==> src/rtl/adc_sel_pkg.sv <==
//Contract
//PGA source bit picks pin or bandgap
//Bandgap choice disconnects PGA pin path
//Software enables bandgap first, waits start-up
//Reference code picks supply, pin, PGA
//Internal reference switches off reference pin
//Gain code selects 1, 1.667, 2.5, 3.333
//Bandgap register bit 0 enable, rest zero
//Software frees reference pin functions first
//Analog pin assignment disables digital function
//Analog pin assignment drops pull-high resistor
//Analog assignment overrides port direction
//External codes connect channel or float
//Codes 1-3 pick supply, half, quarter
//Codes 5-7 pick PGA, half, quarter
//Codes 10xx pick negative supply
//Internal signal switches off external path
//Bit 7 enables or powers down PGA
//Fields reset to zero, switches decoded
package adc_sel_pkg;
   // Bus shape
   localparam int ADDR_W = 3;
   localparam int DATA_W = 8;
   localparam int NUM_CH = 8;
   localparam int INT_W = 7;
   // Register offsets
   localparam logic [2:0] OFS_REF_PGA = 3'h0;
   localparam logic [2:0] OFS_BANDGAP = 3'h1;
   localparam logic [2:0] OFS_INPUT_SEL = 3'h2;
   localparam logic [2:0] OFS_PIN_FUNC_LO = 3'h3;
   localparam logic [2:0] OFS_PIN_FUNC_HI = 3'h4;
   localparam logic [2:0] OFS_PULL = 3'h5;
   localparam logic [2:0] OFS_DIR = 3'h6;
   localparam logic [2:0] OFS_STATUS = 3'h7;
   // Field positions
   localparam int RP_PGA_EN_BIT = 7;
   localparam int RP_PGA_SRC_BIT = 4;
   localparam int RP_REF_HI = 3;
   localparam int RP_REF_LO = 2;
   localparam int RP_GAIN_HI = 1;
   localparam int RP_GAIN_LO = 0;
   localparam int BG_EN_BIT = 0;
   localparam int IS_SRC_HI = 7;
   localparam int IS_SRC_LO = 4;
   localparam int IS_CHAN_HI = 3;
   localparam int IS_CHAN_LO = 0;
   // Reset values and writable masks
   localparam logic [7:0] REF_PGA_RST = 8'h00;
   localparam logic [7:0] BANDGAP_RST = 8'h00;
   localparam logic [7:0] INPUT_SEL_RST = 8'h00;
   localparam logic [7:0] PIN_FUNC_RST = 8'h00;
   localparam logic [7:0] PULL_RST = 8'h00;
   localparam logic [7:0] DIR_RST = 8'h00;
   localparam logic [7:0] REF_PGA_MASK = 8'h9f;
   localparam logic [7:0] BANDGAP_MASK = 8'h01;
   localparam logic [7:0] INPUT_SEL_MASK = 8'hff;
   // Pin function code for analog channel input
   localparam logic [1:0] PIN_FUNC_ANALOG = 2'h1;
   // Input source codes
   localparam logic [3:0] SRC_EXT_A = 4'h0;
   localparam logic [3:0] SRC_SUPPLY = 4'h1;
   localparam logic [3:0] SRC_SUPPLY_HALF = 4'h2;
   localparam logic [3:0] SRC_SUPPLY_QTR = 4'h3;
   localparam logic [3:0] SRC_EXT_B = 4'h4;
   localparam logic [3:0] SRC_PGA = 4'h5;
   localparam logic [3:0] SRC_PGA_HALF = 4'h6;
   localparam logic [3:0] SRC_PGA_QTR = 4'h7;
   localparam logic [1:0] SRC_GROUND_TOP = 2'h2;
   localparam logic [1:0] SRC_EXT_TOP = 2'h3;
   // Internal source one-hot positions
   localparam int INT_SUPPLY = 0;
   localparam int INT_SUPPLY_HALF = 1;
   localparam int INT_SUPPLY_QTR = 2;
   localparam int INT_PGA = 3;
   localparam int INT_PGA_HALF = 4;
   localparam int INT_PGA_QTR = 5;
   localparam int INT_GROUND = 6;
   // Reference and PGA codes
   localparam logic [1:0] REF_SUPPLY = 2'h0;
   localparam logic [1:0] REF_PIN = 2'h1;
   localparam logic PGA_SRC_PIN = 1'b0;
   localparam logic PGA_SRC_BANDGAP = 1'b1;
   localparam logic [1:0] GAIN_1 = 2'h0;
   localparam logic [1:0] GAIN_1P667 = 2'h1;
   localparam logic [1:0] GAIN_2P5 = 2'h2;
   localparam logic [1:0] GAIN_3P333 = 2'h3;
   // Status bits
   localparam int ST_EXT_PATH = 0;
   localparam int ST_INT_ANY = 1;
   localparam int ST_PGA_PIN = 2;
   localparam int ST_REF_PIN = 3;
   localparam int ST_CHAN_FLOAT = 4;
   localparam int ST_ANALOG_PINS = 5;
endpackage

==> src/rtl/adc_sel_if.sv <==
`timescale 1ns/1ps
interface adc_sel_if;
   import adc_sel_pkg::*;
   // Register contents
   logic [3:0] input_src_sel;
   logic [3:0] ext_chan_sel;
   logic pga_src_sel;
   logic [1:0] ref_src_sel;
   logic [NUM_CH-1:0] pin_func_sel_lo;
   logic [NUM_CH-1:0] pin_func_sel_hi;
   logic [NUM_CH-1:0] pull_sel;
   logic [NUM_CH-1:0] dir_sel;
   // Decoded switch controls
   logic ext_path;
   logic chan_float;
   logic [NUM_CH-1:0] chan_on;
   logic [INT_W-1:0] int_on;
   logic pga_from_pin;
   logic pga_from_bg;
   logic ref_supply;
   logic ref_pin;
   logic ref_pga;
   logic [NUM_CH-1:0] pin_analog;
   logic [NUM_CH-1:0] pin_digital;
   logic [NUM_CH-1:0] pin_pull;
   logic [NUM_CH-1:0] pin_oe;
   modport dec (
      input input_src_sel, ext_chan_sel, pga_src_sel, ref_src_sel,
      input pin_func_sel_lo, pin_func_sel_hi, pull_sel, dir_sel,
      output ext_path, chan_float, chan_on, int_on, pga_from_pin,
      output pga_from_bg, ref_supply, ref_pin, ref_pga,
      output pin_analog, pin_digital, pin_pull, pin_oe
   );
   modport ctl (
      output input_src_sel, ext_chan_sel, pga_src_sel, ref_src_sel,
      output pin_func_sel_lo, pin_func_sel_hi, pull_sel, dir_sel,
      input ext_path, chan_float, chan_on, int_on, pga_from_pin,
      input pga_from_bg, ref_supply, ref_pin, ref_pga,
      input pin_analog, pin_digital, pin_pull, pin_oe
   );
endinterface

==> src/rtl/adc_sel_decode.sv <==
`timescale 1ns/1ps
module adc_sel_decode
   import adc_sel_pkg::*;
(
   // Register side
   adc_sel_if.dec sel
);
   logic ext_sel;
   logic [INT_W-1:0] int_on;

   always_comb begin
      int_on = '0;
      case (sel.input_src_sel)
         SRC_SUPPLY: int_on[INT_SUPPLY] = 1'b1;
         SRC_SUPPLY_HALF: int_on[INT_SUPPLY_HALF] = 1'b1;
         SRC_SUPPLY_QTR: int_on[INT_SUPPLY_QTR] = 1'b1;
         SRC_PGA: int_on[INT_PGA] = 1'b1;
         SRC_PGA_HALF: int_on[INT_PGA_HALF] = 1'b1;
         SRC_PGA_QTR: int_on[INT_PGA_QTR] = 1'b1;
         default: begin
            if (sel.input_src_sel[3:2] == SRC_GROUND_TOP) begin
               int_on[INT_GROUND] = 1'b1;
            end
         end
      endcase
   end

   // External path only for 0000, 0100, 11xx
   assign ext_sel = (sel.input_src_sel == SRC_EXT_A) ||
                    (sel.input_src_sel == SRC_EXT_B) ||
                    (sel.input_src_sel[3:2] == SRC_EXT_TOP);
   assign sel.int_on = int_on;
   assign sel.ext_path = ext_sel;
   assign sel.chan_float = ext_sel & sel.ext_chan_sel[3];

   // Reference and PGA routing
   assign sel.pga_from_bg = (sel.pga_src_sel == PGA_SRC_BANDGAP);
   assign sel.pga_from_pin = (sel.pga_src_sel == PGA_SRC_PIN);
   assign sel.ref_supply = (sel.ref_src_sel == REF_SUPPLY);
   assign sel.ref_pin = (sel.ref_src_sel == REF_PIN);
   assign sel.ref_pga = sel.ref_src_sel[1];

   genvar i;
   generate
      for (i = 0; i < NUM_CH; i++) begin : g_ch
         assign sel.chan_on[i] = ext_sel &&
            (sel.ext_chan_sel == 4'(i));
         assign sel.pin_analog[i] = ({sel.pin_func_sel_hi[i],
            sel.pin_func_sel_lo[i]} == PIN_FUNC_ANALOG);
         assign sel.pin_digital[i] = ~sel.pin_analog[i];
         assign sel.pin_pull[i] = sel.pull_sel[i] &
            ~sel.pin_analog[i];
         assign sel.pin_oe[i] = sel.dir_sel[i] &
            ~sel.pin_analog[i];
      end
   endgenerate
endmodule // adc_sel_decode

==> src/rtl/adc_ref_input_select.sv <==
`timescale 1ns/1ps
module adc_ref_input_select
   import adc_sel_pkg::*;
(
   // Clock and reset
   input wire logic mclk,
   input wire logic nrst,
   // Register port
   input wire logic [ADDR_W-1:0] addr,
   input wire logic [DATA_W-1:0] wr_data,
   input wire logic wr_en,
   input wire logic rd_en,
   output logic [DATA_W-1:0] rd_data,
   // PGA and bandgap controls
   output logic pga_enable,
   output logic bandgap_en,
   output logic [1:0] pga_gain_sel,
   output logic pga_in_from_pin,
   output logic pga_in_from_bandgap,
   // Reference switches
   output logic ref_from_supply,
   output logic ref_from_pin,
   output logic ref_from_pga,
   // Converter input switches
   output logic ext_path_en,
   output logic [NUM_CH-1:0] chan_switch,
   output logic [INT_W-1:0] int_src_onehot,
   // Pin function controls
   output logic [NUM_CH-1:0] pin_analog,
   output logic [NUM_CH-1:0] pin_digital_en,
   output logic [NUM_CH-1:0] pin_pull_en,
   output logic [NUM_CH-1:0] pin_oe
);
   adc_sel_if sel ();

   adc_sel_decode u_decode (
      .sel (sel.dec)
   );

   // Register state
   logic [7:0] ref_pga_r, ref_pga_nxt;
   logic [7:0] bandgap_r, bandgap_nxt;
   logic [7:0] input_sel_r, input_sel_nxt;
   logic [7:0] func_lo_r, func_lo_nxt;
   logic [7:0] func_hi_r, func_hi_nxt;
   logic [7:0] pull_r, pull_nxt;
   logic [7:0] dir_r, dir_nxt;
   logic [7:0] rd_data_r, rd_data_nxt;
   logic [7:0] status;

   always_comb begin
      ref_pga_nxt = ref_pga_r;
      bandgap_nxt = bandgap_r;
      input_sel_nxt = input_sel_r;
      func_lo_nxt = func_lo_r;
      func_hi_nxt = func_hi_r;
      pull_nxt = pull_r;
      dir_nxt = dir_r;
      if (wr_en) begin
         case (addr)
            OFS_REF_PGA: ref_pga_nxt = wr_data & REF_PGA_MASK;
            OFS_BANDGAP: bandgap_nxt = wr_data & BANDGAP_MASK;
            OFS_INPUT_SEL: input_sel_nxt = wr_data & INPUT_SEL_MASK;
            OFS_PIN_FUNC_LO: func_lo_nxt = wr_data;
            OFS_PIN_FUNC_HI: func_hi_nxt = wr_data;
            OFS_PULL: pull_nxt = wr_data;
            OFS_DIR: dir_nxt = wr_data;
            default: ;
         endcase
      end
   end

   // Live routing state for software
   always_comb begin
      status = '0;
      status[ST_EXT_PATH] = sel.ext_path;
      status[ST_INT_ANY] = |sel.int_on;
      status[ST_PGA_PIN] = sel.pga_from_pin;
      status[ST_REF_PIN] = sel.ref_pin;
      status[ST_CHAN_FLOAT] = sel.chan_float;
      status[ST_ANALOG_PINS] = |sel.pin_analog;
   end

   // Read data only in the cycle after the strobe
   always_comb begin
      rd_data_nxt = '0;
      if (rd_en) begin
         case (addr)
            OFS_REF_PGA: rd_data_nxt = ref_pga_r;
            OFS_BANDGAP: rd_data_nxt = bandgap_r;
            OFS_INPUT_SEL: rd_data_nxt = input_sel_r;
            OFS_PIN_FUNC_LO: rd_data_nxt = func_lo_r;
            OFS_PIN_FUNC_HI: rd_data_nxt = func_hi_r;
            OFS_PULL: rd_data_nxt = pull_r;
            OFS_DIR: rd_data_nxt = dir_r;
            OFS_STATUS: rd_data_nxt = status;
            default: rd_data_nxt = '0;
         endcase
      end
   end

   always_ff @(posedge mclk or negedge nrst) begin
      if (!nrst) begin
         ref_pga_r <= REF_PGA_RST;
         bandgap_r <= BANDGAP_RST;
         input_sel_r <= INPUT_SEL_RST;
         func_lo_r <= PIN_FUNC_RST;
         func_hi_r <= PIN_FUNC_RST;
         pull_r <= PULL_RST;
         dir_r <= DIR_RST;
         rd_data_r <= '0;
      end else begin
         ref_pga_r <= ref_pga_nxt;
         bandgap_r <= bandgap_nxt;
         input_sel_r <= input_sel_nxt;
         func_lo_r <= func_lo_nxt;
         func_hi_r <= func_hi_nxt;
         pull_r <= pull_nxt;
         dir_r <= dir_nxt;
         rd_data_r <= rd_data_nxt;
      end
   end

   // Fields to the decoder
   assign sel.input_src_sel = input_sel_r[IS_SRC_HI:IS_SRC_LO];
   assign sel.ext_chan_sel = input_sel_r[IS_CHAN_HI:IS_CHAN_LO];
   assign sel.pga_src_sel = ref_pga_r[RP_PGA_SRC_BIT];
   assign sel.ref_src_sel = ref_pga_r[RP_REF_HI:RP_REF_LO];
   assign sel.pin_func_sel_lo = func_lo_r;
   assign sel.pin_func_sel_hi = func_hi_r;
   assign sel.pull_sel = pull_r;
   assign sel.dir_sel = dir_r;

   // Output registers
   logic pga_en_r, pga_en_nxt;
   logic bg_en_r, bg_en_nxt;
   logic [1:0] gain_r, gain_nxt;
   logic pga_pin_r, pga_pin_nxt;
   logic pga_bg_r, pga_bg_nxt;
   logic ref_sup_r, ref_sup_nxt;
   logic ref_pin_r, ref_pin_nxt;
   logic ref_pga_out_r, ref_pga_out_nxt;
   logic ext_path_r, ext_path_nxt;
   logic [NUM_CH-1:0] chan_r, chan_nxt;
   logic [INT_W-1:0] int_r, int_nxt;
   logic [NUM_CH-1:0] pan_r, pan_nxt;
   logic [NUM_CH-1:0] pdig_r, pdig_nxt;
   logic [NUM_CH-1:0] ppull_r, ppull_nxt;
   logic [NUM_CH-1:0] poe_r, poe_nxt;

   always_comb begin
      pga_en_nxt = ref_pga_r[RP_PGA_EN_BIT];
      bg_en_nxt = bandgap_r[BG_EN_BIT];
      gain_nxt = ref_pga_r[RP_GAIN_HI:RP_GAIN_LO];
      pga_pin_nxt = sel.pga_from_pin;
      pga_bg_nxt = sel.pga_from_bg;
      ref_sup_nxt = sel.ref_supply;
      ref_pin_nxt = sel.ref_pin;
      ref_pga_out_nxt = sel.ref_pga;
      ext_path_nxt = sel.ext_path;
      chan_nxt = sel.chan_on;
      int_nxt = sel.int_on;
      pan_nxt = sel.pin_analog;
      pdig_nxt = sel.pin_digital;
      ppull_nxt = sel.pin_pull;
      poe_nxt = sel.pin_oe;
   end

   always_ff @(posedge mclk or negedge nrst) begin
      if (!nrst) begin
         pga_en_r <= 1'b0;
         bg_en_r <= 1'b0;
         gain_r <= GAIN_1;
         pga_pin_r <= 1'b1;
         pga_bg_r <= 1'b0;
         ref_sup_r <= 1'b1;
         ref_pin_r <= 1'b0;
         ref_pga_out_r <= 1'b0;
         ext_path_r <= 1'b1;
         chan_r <= 8'h01;
         int_r <= '0;
         pan_r <= '0;
         pdig_r <= '1;
         ppull_r <= '0;
         poe_r <= '0;
      end else begin
         pga_en_r <= pga_en_nxt;
         bg_en_r <= bg_en_nxt;
         gain_r <= gain_nxt;
         pga_pin_r <= pga_pin_nxt;
         pga_bg_r <= pga_bg_nxt;
         ref_sup_r <= ref_sup_nxt;
         ref_pin_r <= ref_pin_nxt;
         ref_pga_out_r <= ref_pga_out_nxt;
         ext_path_r <= ext_path_nxt;
         chan_r <= chan_nxt;
         int_r <= int_nxt;
         pan_r <= pan_nxt;
         pdig_r <= pdig_nxt;
         ppull_r <= ppull_nxt;
         poe_r <= poe_nxt;
      end
   end

   assign rd_data = rd_data_r;
   assign pga_enable = pga_en_r;
   assign bandgap_en = bg_en_r;
   assign pga_gain_sel = gain_r;
   assign pga_in_from_pin = pga_pin_r;
   assign pga_in_from_bandgap = pga_bg_r;
   assign ref_from_supply = ref_sup_r;
   assign ref_from_pin = ref_pin_r;
   assign ref_from_pga = ref_pga_out_r;
   assign ext_path_en = ext_path_r;
   assign chan_switch = chan_r;
   assign int_src_onehot = int_r;
   assign pin_analog = pan_r;
   assign pin_digital_en = pdig_r;
   assign pin_pull_en = ppull_r;
   assign pin_oe = poe_r;

   logic [1:0] wr_gain;
   logic [3:0] src_now;
   assign wr_gain = wr_data[1:0];
   assign src_now = input_sel_r[IS_SRC_HI:IS_SRC_LO];
endmodule // adc_ref_input_select

==> config.mk <==
export PLATFORM = sky130hd
export DESIGN_NAME = adc_ref_input_select
export DESIGN_NICKNAME = d
export VERILOG_FILES = /design/src/rtl/adc_sel_pkg.sv /design/src/rtl/adc_sel_if.sv /design/src/rtl/adc_sel_decode.sv /design/src/rtl/adc_ref_input_select.sv
export SDC_FILE = /design/constraint.sdc
export NUM_CORES = 1
export LEC_CHECK = 0
export ABC_AREA = 1
export BUFFER_PORTS_ARGS = -buffer_cell sky130_fd_sc_hd__buf_2
export CAP_MARGIN = 20
export CORE_MARGIN = 2
export CORE_UTILIZATION = 50
export DETAILED_ROUTE_END_ITERATION = 10
export PLACE_DENSITY = 0.69
export SLEW_MARGIN = 5
export SYNTH_ARGS = -nofsm -noshare
export SYNTH_HDL_FRONTEND = slang
export SYNTH_SLANG_ARGS = --single-unit
==> constraint.sdc <==
create_clock -name mclk -period 2.6 [get_ports mclk]
set_input_delay 0.13 -clock mclk [delete_from_list [all_inputs] [get_ports mclk]]
set_output_delay 0.13 -clock mclk [all_outputs]
set_load 0.005 [all_outputs]
# Word level (Yosys, flattened, before mapping)
# Cells that the tools add are included.
# totals
reg_bits	112
input_bits	15
output_inout_bits	65
wordCells	115
# op_classes
eq_ne	32
muxes	10
n_bitwise	26
n_reduce_logical	24
# op_table
operator	n
$pmux 8 s8	1
$eq 4x3->1 const B	8
$eq 2x1->1 const B	9
$and 1x1->1	17
$eq 4x2->1 const B	4
$reduce_and 2->1	7
$eq 3x3->1 const B	4
$not 1->1	9
$eq 4x1->1 const B	2
$logic_and 1x1->1	8
$logic_not 4->1	2
$mux 1	8
$mux 8	1
$reduce_or 8->1	1
$reduce_or 7->1	1
$eq 3x2->1 const B	2
$reduce_or 6->1	1
$eq 2x2->1 const B	2
$eq 3x1->1 const B	1
$logic_not 3->1	1
$logic_not 2->1	1
$logic_or 1x1->1	2

# Logic depth before layout (Yosys ltp)
# depth
ltp_word	6
ltp_mapped	8
mapped_depth_nobuf	8

# By module
# From an unflattened synthesis, not the netlist that was laid out.
# unflattened
cells_unflattened	465
hier_area_um2	4564.4
# modules_own_cells
mod	n_inst	cells_each	area_each_um2	seq_area_each_um2
adc_ref_input_select	1	358	4140.2	2817.7
adc_sel_decode	1	107	424.2	0.0

# Least setup slack after synthesis
# OpenSTA, ideal clock, no wires.
# synth_timing
path_type	reg2reg
startpoint	register input_sel_r[4]
endpoint	register chan_r[0], in the netlist chan_switch[0]
setup_time_ns	0.096
t_arrival_ns	0.985
required_time_ns	2.504
slack_ns	1.518
stages_incl_launch_ff	6
n_path_buf	0
synth_period_minus_slack_ns	1.082
cell_sequence	dfrtp_1 inv_1 nand3_1 nand2_1 inv_1 nor4_1
# synth_via
elab_chain_cells	4
word_cells_on_any_way	5
classes_between	eq/ne: 1; reduce/logical: 4
# synth_lines
element	line	source
start, declared	adc_ref_input_select.sv:43	logic [7:0] input_sel_r, input_sel_nxt;
start signal, assigned	adc_ref_input_select.sv:115	input_sel_r <= input_sel_nxt;
$eq 4x3->1 / $logic_not 4->1 (equally long branches)	adc_sel_decode.sv:30, adc_sel_decode.sv:29	
$logic_or 1x1->1 (*)	adc_sel_decode.sv:29	assign ext_sel = (sel.input_src_sel == SRC_EXT_A) ||
$logic_or 1x1->1 (*)	adc_sel_decode.sv:30	(sel.input_src_sel == SRC_EXT_B) ||
net ext_path_nxt	adc_ref_input_select.sv:143	logic ext_path_r, ext_path_nxt;
$logic_and 1x1->1 (*)	adc_sel_decode.sv:46	assign sel.chan_on[i] = ext_sel &&
net chan_nxt[0]	adc_ref_input_select.sv:144	logic [NUM_CH-1:0] chan_r, chan_nxt;
end signal, assigned	adc_ref_input_select.sv:196	chan_r <= chan_nxt;
end, declared	adc_ref_input_select.sv:144	
# The timed path passes the listed nets; every way through them passes the cells marked *.
# A chain may end at the register's enable or synchronous reset.

# Worst setup path after layout
# layout_timing
startpoint	register input_sel_r[5]
endpoint	register chan_r[3], in the netlist chan_switch[3]
# The elaborated chain is that of the path after synthesis.

==> results.json <==
{
  "coreArea_um2": 8680,
  "fin_area_um2": 5100,
  "crit_arrival_ns": 1.63,
  "synth.net_count": 453,
  "root_buffer": "clkbuf_8",
  "crit_top_cell": "inv_1",
  "start_kind": "flip-flop",
  "slowest_delay_ns": 0.45,
  "port_buffers": 79,
  "synth_fa_ha_area_frac": 0,
  "antenna_found_initial": 0,
  "antennaDiodeCount": 0,
  "tns_ns": 0,
  "min_to": "rd_data[3]",
  "slew_violations": 0,
  "outcome": "complete, no violations",
  "cp.required_ns": 2.87,
  "drc": 0,
  "ff2ff_setup_slack_ns": 1.24,
  "fp.dieH_um": 98.5,
  "cts_tree": "built",
  "rows": 34,
  "cts_setup_buffers": 0,
  "min_delay_path_depth": 3,
  "fin_skew_ns": 0.0127,
  "die_w_um": 98.5,
  "grt_use_total": 0.224,
  "cts.sinks": 112,
  "ant_nets": 0,
  "gp_congestion": 0.862,
  "worst_setup_path_end_kind": "flip-flop",
  "clk_pin_slew_ns": 0.11,
  "crit_type": "flip-flop to flip-flop",
  "synth_area_um2": 4460,
  "timing.rr.end": "chan_switch[3]",
  "dr_total_vias": 3344,
  "wl_per_cell_um": 16.2,
  "hp-class": "primary input to flip-flop",
  "yosys.area_share.xor_xnor": 0,
  "ys_async_sr_fraction": 1.00,
  "crit_buf_inv": 2,
  "wirelength_um": 10200,
  "yosys_warnings": 0,
  "synth_seq_cells": 112,
  "cp_slowest_cell": "dfrtp_1",
  "clock_path_buffers": 2,
  "fin_util": 0.588,
  "fin_crit_ns": 1.36,
  "period_share": 0.524,
  "path_delay_family": "simple AND/OR/NAND/NOR gates",
  "via_per_inst": 5.28,
  "nets": 535,
  "syn_inst": 438,
  "dieArea_um2": 9700,
  "yosysSeqAreaShare": 0.631,
  "fillers": 771,
  "slew-limit-headroom": 0.683,
  "clock_latency_ns": 0.38,
  "peakVddDrop_mv": 0.405,
  "area_delta_synth_final_pct": 14.3,
  "final_layout_size_suffix_gt1_frac": 0.284,
  "numCtsBuffers": 9,
  "tightest_slew_ns": 0.474,
  "fmax_ghz": 0.734,
  "place_hpwl_um": 7210,
  "p_per_area_nw_per_um2": 773,
  "rsz0062_at_grt": "no",
  "synth.area.mux_share": 0,
  "first_global_vias": 3331,
  "cap_violations": 0,
  "grt_pass1_wl_um": 16800,
  "synth_edf_count": 0,
  "synth-simple-area-share": 0.198,
  "synth.distinct_cells": 26,
  "hold_viol": 0,
  "initialDrtViolationCount": 260,
  "hold_path.startpoint": "rd_en",
  "avgSynthCellArea_um2": 10.2,
  "finalSetupViolCount": 0,
  "cts-htree-levels": 3,
  "synth_top_family_by_area": "simple AND/OR/NAND/NOR gates",
  "r2r_start": "input_sel_r[5]",
  "ctsResizeCount": 0,
  "io_pins": 80,
  "synth_flop_cell": "dfrtp_1",
  "overflow": 0,
  "crit_chain": "inv_1, nand3_1, nand2_1, inv_1, nor4_1",
  "cts_hold_buf": 1,
  "grt_max_degree": 54,
  "start_util": 0.514,
  "dpl_cell_area_um2": 4920,
  "synth_compound_area_frac": 0.0930,
  "leakagePower_nw": 2.72,
  "rr_worst_depth": 5,
  "cp_max_fo": 8,
  "drt_first_pass_iters": 7
}
how the worst max path moves through the flow:
stage / cells past startpoint / end / startpoint
floorplan: 5 / chan_switch[0] / input_sel_r[4]
global placement: 8 / dir_r[4] / addr[1]
detailed placement: 8 / dir_r[4] / addr[1]
CTS: 5 / chan_switch[3] / input_sel_r[5]
global route: 5 / chan_switch[1] / input_sel_r[5]
finish: 5 / chan_switch[3] / input_sel_r[5]
registers in the layout, indices dropped and copies added (netlist names), 2 cells and up:
signal / flops
chan_switch: 8
dir_r: 8
func_hi_r: 8
func_lo_r: 8
input_sel_r: 8
int_src_onehot: 7
pga_gain_sel: 2
pin_analog: 8
pin_digital_en: 8
pin_oe: 8
pin_pull_en: 8
pull_r: 8
rd_data: 8
ref_pga_r: 6
where the power goes:
part / leakage [nW] / total, W / internal, W / switching, W
clock: 0.0788 / 0.000980 / 0.000378 / 0.000601
combinational: 1.22 / 0.000728 / 0.000282 / 0.000446
sequential: 1.42 / 0.00224 / 0.00206 / 0.000174
logic make-up after synthesis:
logic type / after synthesis
compound gates: 66
simple gates: 186
flops: 112
buf+inv: 74
Yosys cell counts, types with 8 or more instances:
cell type	n	area (um^2)
nand4_1	9	56.3
inv_1	56	210
nor2_1	38	143
nand3_1	24	120
o21ai_1	24	120
nor4_1	8	50.1
buf_6	8	90.1
dfstp_2	12	315
o21ai_2	22	193
nand2_1	88	330
dfrtp_1	100	2500
o21ai_0	14	70.1
final cells by class:
type                    count  area, um^2  area share
well taps                 108         135      0.0265
clock buffers              12         145      0.0284
clock inverters             4        31.3     0.00613
multi-input cells         252        1300       0.254
inverters                  63         240      0.0471
flip-flops and latches    112        2820       0.552
repair buffers             82         435      0.0853
worst register-to-register path, delay by kind of cell (launching register included):
| kind | cells | cell delay, ns |
|---|---|---|
| AND/OR/NAND/NOR | 3 | 0.53 |
| flip-flops | 1 | 0.45 |
| buffers and inverters | 2 | 0.28 |
metrics by stage:
| step | power (W) | hold WS [ns] | setup WS, ns | std cells |
|---|---|---|---|---|
| after detailed placement | 0.00300 | 0.0734 | 1.09 | 616 |
| after CTS | 0.00396 | 0.0600 | 1.24 | 633 |
| after global placement | 0.00297 | 0.0651 | 1.11 | 616 |
| after floorplan | 0.00265 | -0.166 | 1.52 | 438 |
| after global routing | 0.00416 | 0.0731 | 1.08 | 633 |
| final | 0.00394 | 0.0701 | 1.24 | 633 |
cell usage in the layout, fill, tap and decap left out, types with 6 or more instances in the layout:
cell	Yosys	routed
dfrtp_1	100	100
nand2_1	88	88
buf_2	2	78
inv_1	56	56
nor2_1	38	38
nand3_1	24	24
o21ai_1	24	24
o21ai_2	22	22
o21ai_0	14	14
dfstp_2	12	12
clkbuf_8	0	10
nand4_1	9	9
nor4_1	8	8
nor3_1	6	6
routing by layer:
metal | routed length, um | track usage | part of all wire | up-vias
li1 | - | - | - | 1571
met1 | 4360 | 0.307 | 0.43 | 1621
met2 | 4990 | 0.361 | 0.49 | 134
met3 | 651 | 0.0475 | 0.064 | 18
met4 | 231 | 0.0769 | 0.023 | 0
met5 | 0 | 0 | 0 | -
No activity file was read; power rests on OpenSTA's default activity.
